**src/hw/pulse_adjust_pkg.sv**
```systemverilog
// Constants shared by the pulse-adjust stage and the feedback divider
package pulse_adjust_pkg;
    // Feedback divisor width and default divisor N
    localparam int          DIV_WIDTH      = 8;
    localparam logic [7:0]  DIV_N_DEFAULT  = 8'h10;
    // Smallest legal divisor
    localparam logic [7:0]  DIV_N_MIN      = 8'h02;
    // Modulus counter exponent code: 1 gives 2^3, 15 gives 2^17, 0 inhibits
    localparam logic [3:0]  MOD_CODE_OFF   = 4'h0;
    localparam int          MOD_EXP_BASE   = 2;
    localparam int          MOD_WIDTH      = 17;
    // Stage divides its clock by this ratio with no requests
    localparam int          STAGE_RATIO    = 2;
    // Plain stage clocks required between two applied requests
    localparam logic [1:0]  ADJUST_GAP     = 2'h2;
    // Stage clock enable: every clock, every second or every fourth clock (same source as modulus counter)
    localparam logic [1:0]  KCLK_DIV_1     = 2'h0;
    localparam logic [1:0]  KCLK_DIV_2     = 2'h1;
    localparam logic [1:0]  KCLK_DIV_4     = 2'h2;
    // Stage phase states
    typedef enum logic [1:0] {
        PH_LOW   = 2'b00,
        PH_HIGH  = 2'b01,
        PH_HOLD  = 2'b10
    } stage_phase_e;
endpackage : pulse_adjust_pkg

```
**src/hw/feedback_divider.sv**
```systemverilog
// Up-counting divide-by-N feedback counter
`timescale 1ns/100ps
module feedback_divider (
    input  wire logic       clock,
    input  wire logic       reset_n,
    input  wire logic       advance,
    input  wire logic [7:0] divisor,
    output logic      [7:0] count_q,
    output logic            msb_out_q
);
    logic [7:0] last_value;

    // Guard against a divisor below the smallest legal value
    assign last_value = (divisor < pulse_adjust_pkg::DIV_N_MIN)
                        ? pulse_adjust_pkg::DIV_N_MIN - 8'h01 : divisor - 8'h01;

    // Count one per stage pulse and wrap at N-1
    always_ff @(posedge clock) begin
        if (!reset_n) begin
            count_q <= 8'h00;
        end else if (advance) begin
            if (count_q >= last_value) begin
                count_q <= 8'h00;
            end else begin
                count_q <= count_q + 8'h01;
            end
        end
    end

    // Upper half of the count is high, giving a square-ish wave at stage rate over N
    always_ff @(posedge clock) begin
        if (!reset_n) begin
            msb_out_q <= 1'b0;
        end else begin
            msb_out_q <= (count_q >= {1'b0, last_value[7:1]} + 8'h01);
        end
    end

    a_div_wrap: assert property (@(posedge clock) disable iff (!reset_n)
        advance && count_q >= last_value |=> count_q == 8'h00)
        else $error("divider did not wrap");
    a_div_step: assert property (@(posedge clock) disable iff (!reset_n)
        advance && count_q < last_value |=> count_q == $past(count_q) + 8'h01)
        else $error("divider did not advance");
    a_div_hold: assert property (@(posedge clock) disable iff (!reset_n)
        !advance |=> $stable(count_q))
        else $error("divider moved without pulse");
endmodule : feedback_divider

```
**src/hw/pulse_adjust_divider.sv**
```systemverilog
// Pulse-adjust stage, modulus counter and feedback divider of a digital loop
`timescale 1ns/100ps
module pulse_adjust_divider (
    input  wire logic       clock,
    input  wire logic       reset_n,
    input  wire logic       count_down,
    input  wire logic       count_enable,
    input  wire logic [3:0] modulus_code,
    input  wire logic [1:0] stage_clock_div,
    input  wire logic [7:0] divisor,
    output logic            stage_out_q,
    output logic            carry_q,
    output logic            borrow_q,
    output logic            loop_out_q
);
    // Internal clock runs as the modulus counter clock; the stage runs on a divided enable
    logic [1:0]               div_cnt_q;
    logic                     stage_en;
    logic [16:0]              mod_cnt_q;
    logic [16:0]              mod_top;
    logic                     carry_pend_q;
    logic                     borrow_pend_q;
    logic                     stage_pulse;
    pulse_adjust_pkg::stage_phase_e phase_q;
    logic                     take_carry;
    logic                     take_borrow;
    logic [1:0]               gap_q;
    logic                     toggle;
    logic [4:0]               mod_shift;

    // Stage clock enable: 1, 2 or 4 modulus clocks per stage clock
    always_ff @(posedge clock) begin
        if (!reset_n) begin
            div_cnt_q <= 2'h0;
        end else begin
            div_cnt_q <= div_cnt_q + 2'h1;
        end
    end
    always_comb begin
        unique case (stage_clock_div)
            pulse_adjust_pkg::KCLK_DIV_1: stage_en = 1'b1;
            pulse_adjust_pkg::KCLK_DIV_2: stage_en = div_cnt_q[0];
            pulse_adjust_pkg::KCLK_DIV_4: stage_en = &div_cnt_q;
            default:                      stage_en = 1'b1;
        endcase
    end

    // Modulus K = 2^(code+2); code 0 inhibits counting
    // Five bits: code 15 plus the base of two must not wrap
    assign mod_shift = 5'(modulus_code) + 5'(pulse_adjust_pkg::MOD_EXP_BASE);
    assign mod_top   = (modulus_code == pulse_adjust_pkg::MOD_CODE_OFF) ? 17'h00000
        : 17'((18'h00001 << mod_shift) - 18'h00001);

    // Up/down modulus counter; overflow gives carry, underflow gives borrow
    always_ff @(posedge clock) begin
        if (!reset_n) begin
            mod_cnt_q <= 17'h00000;
            carry_q   <= 1'b0;
            borrow_q  <= 1'b0;
        end else begin
            carry_q  <= 1'b0;
            borrow_q <= 1'b0;
            if (count_enable && modulus_code != pulse_adjust_pkg::MOD_CODE_OFF) begin
                if (count_down) begin
                    if (mod_cnt_q == 17'h00000) begin
                        mod_cnt_q <= mod_top;
                        borrow_q  <= 1'b1;
                    end else begin
                        mod_cnt_q <= mod_cnt_q - 17'h00001;
                    end
                end else begin
                    if (mod_cnt_q >= mod_top) begin
                        mod_cnt_q <= 17'h00000;
                        carry_q   <= 1'b1;
                    end else begin
                        mod_cnt_q <= mod_cnt_q + 17'h00001;
                    end
                end
            end
        end
    end

    // Requests wait for a stage clock outside the hold step; one of each kind held at most
    assign take_carry  = stage_en && carry_pend_q && !borrow_pend_q
                         && phase_q != pulse_adjust_pkg::PH_HOLD
                         && gap_q == pulse_adjust_pkg::ADJUST_GAP;
    assign take_borrow = stage_en && borrow_pend_q && !carry_pend_q
                         && phase_q != pulse_adjust_pkg::PH_HOLD
                         && gap_q == pulse_adjust_pkg::ADJUST_GAP;

    // Two plain stage clocks between adjustments: without this spacing a fast
    // modulus clock would push the deviation to one half instead of one third
    always_ff @(posedge clock) begin
        if (!reset_n) begin
            gap_q <= pulse_adjust_pkg::ADJUST_GAP;
        end else if (take_carry || take_borrow) begin
            gap_q <= 2'h0;
        end else if (stage_en && gap_q != pulse_adjust_pkg::ADJUST_GAP) begin
            gap_q <= gap_q + 2'h1;
        end
    end
    always_ff @(posedge clock) begin
        if (!reset_n) begin
            carry_pend_q  <= 1'b0;
            borrow_pend_q <= 1'b0;
        end else begin
            // Opposite requests cancel; a new request wins over the clear
            if (stage_en && carry_pend_q && borrow_pend_q) begin
                carry_pend_q  <= carry_q;
                borrow_pend_q <= borrow_q;
            end else begin
                carry_pend_q  <= carry_q  | (carry_pend_q  & ~take_carry);
                borrow_pend_q <= borrow_q | (borrow_pend_q & ~take_borrow);
            end
        end
    end

    // Stage: toggle each enable; borrow skips a toggle, carry toggles twice
    // (the extra half cycle is the PH_HOLD step, which toggles on the very next
    // clock, so a carry needs a stage clock slower than the modulus clock)
    always_ff @(posedge clock) begin
        if (!reset_n) begin
            phase_q     <= pulse_adjust_pkg::PH_LOW;
            stage_out_q <= 1'b0;
        end else if (stage_en || phase_q == pulse_adjust_pkg::PH_HOLD) begin
            unique case (phase_q)
                pulse_adjust_pkg::PH_LOW, pulse_adjust_pkg::PH_HIGH: begin
                    if (take_borrow) begin
                        stage_out_q <= stage_out_q;
                    end else if (take_carry) begin
                        stage_out_q <= ~stage_out_q;
                        phase_q     <= pulse_adjust_pkg::PH_HOLD;
                    end else begin
                        stage_out_q <= ~stage_out_q;
                        phase_q     <= stage_out_q ? pulse_adjust_pkg::PH_LOW
                                                   : pulse_adjust_pkg::PH_HIGH;
                    end
                end
                pulse_adjust_pkg::PH_HOLD: begin
                    stage_out_q <= ~stage_out_q;
                    phase_q     <= stage_out_q ? pulse_adjust_pkg::PH_LOW
                                               : pulse_adjust_pkg::PH_HIGH;
                end
                default: phase_q <= pulse_adjust_pkg::PH_LOW;
            endcase
        end
    end

    // Toggle of the stage on this clock, mirroring the process above
    assign toggle      = phase_q == pulse_adjust_pkg::PH_HOLD || (stage_en && !take_borrow);
    // Divider advances on each rising stage edge, so it runs at the stage clock rate over 2N
    assign stage_pulse = toggle && !stage_out_q;

    feedback_divider u_divider (
        .clock     (clock),
        .reset_n   (reset_n),
        .advance   (stage_pulse),
        .divisor   (divisor),
        .count_q   (),
        .msb_out_q (loop_out_q)
    );

    a_stage_toggle: assert property (@(posedge clock) disable iff (!reset_n)
        stage_en && !carry_pend_q && !borrow_pend_q && phase_q != pulse_adjust_pkg::PH_HOLD
        |=> stage_out_q != $past(stage_out_q))
        else $error("stage did not toggle");
    a_borrow_skip: assert property (@(posedge clock) disable iff (!reset_n)
        take_borrow && phase_q != pulse_adjust_pkg::PH_HOLD |=> $stable(stage_out_q))
        else $error("borrow did not drop a pulse");
    a_carry_hold: assert property (@(posedge clock) disable iff (!reset_n)
        take_carry && phase_q != pulse_adjust_pkg::PH_HOLD
        |=> phase_q == pulse_adjust_pkg::PH_HOLD)
        else $error("carry did not add half cycle");
    a_borrow_under: assert property (@(posedge clock) disable iff (!reset_n)
        count_enable && count_down && mod_cnt_q == 17'h00000
        && modulus_code != pulse_adjust_pkg::MOD_CODE_OFF |=> borrow_q)
        else $error("no borrow on underflow");
    a_carry_over: assert property (@(posedge clock) disable iff (!reset_n)
        count_enable && !count_down && mod_cnt_q >= mod_top
        && modulus_code != pulse_adjust_pkg::MOD_CODE_OFF |=> carry_q)
        else $error("no carry on overflow");
    a_mod_inhibit: assert property (@(posedge clock) disable iff (!reset_n)
        modulus_code == pulse_adjust_pkg::MOD_CODE_OFF |=> !carry_q && !borrow_q)
        else $error("inhibited modulus produced request");
    a_mod_idle: assert property (@(posedge clock) disable iff (!reset_n)
        !count_enable |=> !carry_q && !borrow_q)
        else $error("request without enable");
    a_div4_en: assert property (@(posedge clock) disable iff (!reset_n)
        stage_clock_div == pulse_adjust_pkg::KCLK_DIV_4 && stage_en
        |=> stage_clock_div != pulse_adjust_pkg::KCLK_DIV_4 || !stage_en)
        else $error("divide by four enable too fast");
    a_div2_en: assert property (@(posedge clock) disable iff (!reset_n)
        stage_clock_div == pulse_adjust_pkg::KCLK_DIV_2 && stage_en
        |=> stage_clock_div != pulse_adjust_pkg::KCLK_DIV_2 || !stage_en)
        else $error("divide by two enable too fast");

    // Request spacing, hold step, divider hand-off and opposite request cancel
    a_gap_space: assert property (@(posedge clock) disable iff (!reset_n)
        take_carry || take_borrow |=> !(take_carry || take_borrow) [*2])
        else $error("adjustments too close together");
    a_hold_toggle: assert property (@(posedge clock) disable iff (!reset_n)
        phase_q == pulse_adjust_pkg::PH_HOLD |=> stage_out_q != $past(stage_out_q))
        else $error("hold step did not add a toggle");
    a_loop_step: assert property (@(posedge clock) disable iff (!reset_n)
        stage_pulse |=> stage_out_q)
        else $error("divider advanced without rising stage edge");
    a_borrow_no_adv: assert property (@(posedge clock) disable iff (!reset_n)
        take_borrow |-> !stage_pulse)
        else $error("divider advanced on dropped pulse");
    a_pend_cancel: assert property (@(posedge clock) disable iff (!reset_n)
        stage_en && carry_pend_q && borrow_pend_q
        |=> carry_pend_q == $past(carry_q) && borrow_pend_q == $past(borrow_q))
        else $error("opposite requests did not cancel");
endmodule : pulse_adjust_divider

```
**config.mk**
```make
export PLATFORM = sky130hd
export DESIGN_NAME = pulse_adjust_divider
export DESIGN_NICKNAME = d
export VERILOG_FILES = /design/src/hw/pulse_adjust_pkg.sv /design/src/hw/feedback_divider.sv /design/src/hw/pulse_adjust_divider.sv
export SDC_FILE = /design/constraint.sdc
export NUM_CORES = 1
export LEC_CHECK = 0
export ABC_AREA = 1
export BUFFER_PORTS_ARGS = -buffer_cell sky130_fd_sc_hd__buf_2
export CORE_MARGIN = 2
export CORE_UTILIZATION = 30
export DETAILED_ROUTE_END_ITERATION = 8
export SKIP_CTS_REPAIR_TIMING = 1
export SYNTH_ARGS = -nofsm -noshare
export SYNTH_HDL_FRONTEND = slang
export SYNTH_SLANG_ARGS = --single-unit
```
**constraint.sdc**
```tcl
create_clock -name clock -period 3.18 [get_ports clock]
set_input_delay 0.477 -clock clock [delete_from_list [all_inputs] [get_ports clock]]
set_output_delay 0.477 -clock clock [all_outputs]
set_load 0.005 [all_outputs]
```
==> metrics <==
leading post-synthesis cells by cell area dfxtp_1, nand2_1, ha_1, nor2_1, inv_1; total track usage 15.9%; critical path arrival 3200 ps; Synthesized Nets 745; core box area 0.0137 mm^2; Reg clk slew, reported paths about 70 ps; drt drc 0; Yosys warnings 0; Clock Skew 13.7 ps; final WL 11400 um; R2R Setup Slk 1020 ps; PwrDens 369 mW/mm^2; I/O pin cnt 22; DIE AREA 0.0148 mm^2; Min-Delay Path Class reg2reg; clk sink count 37; Power, Total 0.00182 W; Slew @ Worst Pin slightly above 500 ps; synthesized cell area 0.00416 mm^2; post-synthesis register bit count 37; Seq/Total Area, Yosys 17.8%; Worst Setup EP mod_cnt_q[9]; synthesized instance count between 600 and 700; NetSw 0.000710 W; most frequent cell after synthesis nand2_1; CP max FO 5; routability cong. between 0.9 and 1; status finished, final reports clean; row cnt 43; final setup margin 142 ps; static leakage ~2.4 nW; Worst-Skew Late Latency 290 ps; Worst VDD drop 0.000181 V; PortBufs 21; WP data required around 3400 ps; DP Worst Slack -246 ps; global-route wire length before repair 19000 um; Post-synth top cells nand2_1, nor2_1, inv_1; H-tree depth 2; clk buf depth 2; CTS tree yes; root buf cell clkbuf_16; crit share post-route about 96%; Mapped Avg Cell Area between 6 and 7 um^2; internal power 0.00111 W; Register Area between 700 and 800 um^2; final hold viol count 0; Via density between 4 and 5; Max Cap Viol 0; Final Setup Violations 0; initial antenna violation count 0; Worst Setup Path Type in2reg; Critical path origin modulus_code[1]; Top FF cell, synth dfxtp_1; TritonRoute pass-1 iters 4; wire per inst 12.6 um; Nets roughly 790; largest net degree at the start of global routing 22; async set or reset register ratio after synthesis 0%; r2r worst-path depth 10; dpl hpwl 8760 um; Post-synth EDFFs 0; Worst setup SP type primary input; CTS buffer count 5; vias in the first global route 4036; die width between 100 and 150 um; Starting Density 30.4%; fraction of layout cells with a size suffix above 1 16.4%; Area Growth Syn to Fin 18.7%; worst relative slew slack 65.4%; CP endpoint kind register; fmax 329 MHz; top cell type's share of synthesized area 17.8%; Antenna Nets Post-Route 0; DR vias 4371; worst r2r src mod_cnt_q[0]; Netlist cell types 41; area taken by multi-input logic gates 0.00316 mm^2; switching share of power 38.9%; initial DRC count 305; Clk network pwr share approximately 28%; power share of the combinational group 40.4%; fillcell total 1523; Tmin final a little over 3000 ps; Sequential Power Share 31.4%; final slew viol count 0; Synth area leader dfxtp_1; Antenna Cells 0; Die Ht ~120 um; Worst R2R End mod_cnt_q[9]; grt total ovfl 0
area by class of cell:
type	instances	area share, %
flip-flops and latches	37	15.0
clock inverters	1	0.152
repair buffers	55	7.29
inverters	83	6.30
clock buffers	6	2.81
multi-input cells	543	63.9
well taps	180	4.56
stage by stage:
| stage | setup TNS (ps) | instance area, um^2 | hold WS, ps | std cells | utilization, % |
|---|---|---|---|---|---|
| 3_5_place_dp | -3540 | 4640 | 460 | 894 | 33.8 |
| 5_1_grt | -339 | 4940 | 494 | 905 | 36.0 |
| 3_3_place_gp | -2060 | 4640 | 434 | 894 | 33.8 |
| 2_1_floorplan | 0 | 4190 | 417 | 683 | - |
| 4_1_cts | 0 | 4780 | 473 | 901 | 34.9 |
| 6_report | 0 | 4940 | 467 | 905 | 36.0 |
routing by layer:
layer	vias up	track usage (%)	part of all wire [%]
li1	2313	-	-
met1	1947	22.0	49
met2	96	24.9	44
met3	15	2.81	4.9
met4	0	5.10	1.9
met5	-	0	0
critical path, stage by stage:
cell and delay, ps:
buf_2 120, ha_4 230, inv_1 70, nand2_1 60, nor2_2 120, inv_1 60
nor2_2 120, inv_2 60, ha_4 170, nand2_2 90, nor2_4 50, inv_1 50
nand4_1 60, nand2_1 80, inv_1 70, ha_4 270, nand2_1 70, nor2_2 160
and2_4 170, nand4_1 110, nand4_1 200, buf_4 160, nand2_1 50, nand3_1 70
a21oi_1 60
power by group through the flow:
stage                     combinational, W  sequential [W]  clock [W]
after CTS                         0.000691        0.000567   0.000519
after global routing              0.000846        0.000578   0.000542
after floorplan                   0.000526        0.000543          0
final                             0.000736        0.000571   0.000515
after global placement            0.000684        0.000577          0
after detailed placement          0.000687        0.000577          0
registers in the layout (all words and copies together), names as in the netlist, 2 cells and up:
signal and flops:
mod_cnt_q 17, u_divider.count_q 8, div_cnt_q 2, gap_q 2
phase_q 2
cell usage in the layout, fill, tap and decap left out, types with 7 or more instances in the layout:
master,instances
ha_4,7
xor2_1,25
ha_1,37
buf_4,34
nor3_1,12
dfxtp_1,37
nand2_1,168
nand4_1,18
buf_2,21
nor2_1,78
o21ai_0,29
inv_1,77
nand3_1,54
nand2_2,9
nor2_2,13
a21oi_1,40
xnor2_1,7
worst min path at each step:
| stage | startpoint | to | slack, ps | depth (start not counted) |
|---|---|---|---|---|
| 2_1_floorplan | div_cnt_q[0] | div_cnt_q[0] | 420 | 1 |
| 3_3_place_gp | div_cnt_q[0] | div_cnt_q[0] | 430 | 1 |
| 3_5_place_dp | gap_q[0] | gap_q[0] | 460 | 2 |
| 4_1_cts | gap_q[0] | gap_q[0] | 470 | 2 |
| 5_1_grt | div_cnt_q[0] | div_cnt_q[0] | 490 | 1 |
| 6_report | div_cnt_q[0] | div_cnt_q[0] | 470 | 1 |
cell families after synthesis:
group | synth area share (%)
and+or+nand+nor | 40.6
buffers and inverters | 10.2
AOI/OAI and AO/OA | 11.5
adders and majority gates | 13.2
DFF | 17.8
xor gates and xnor gates | 6.73
No activity file was read; power rests on OpenSTA's default activity.
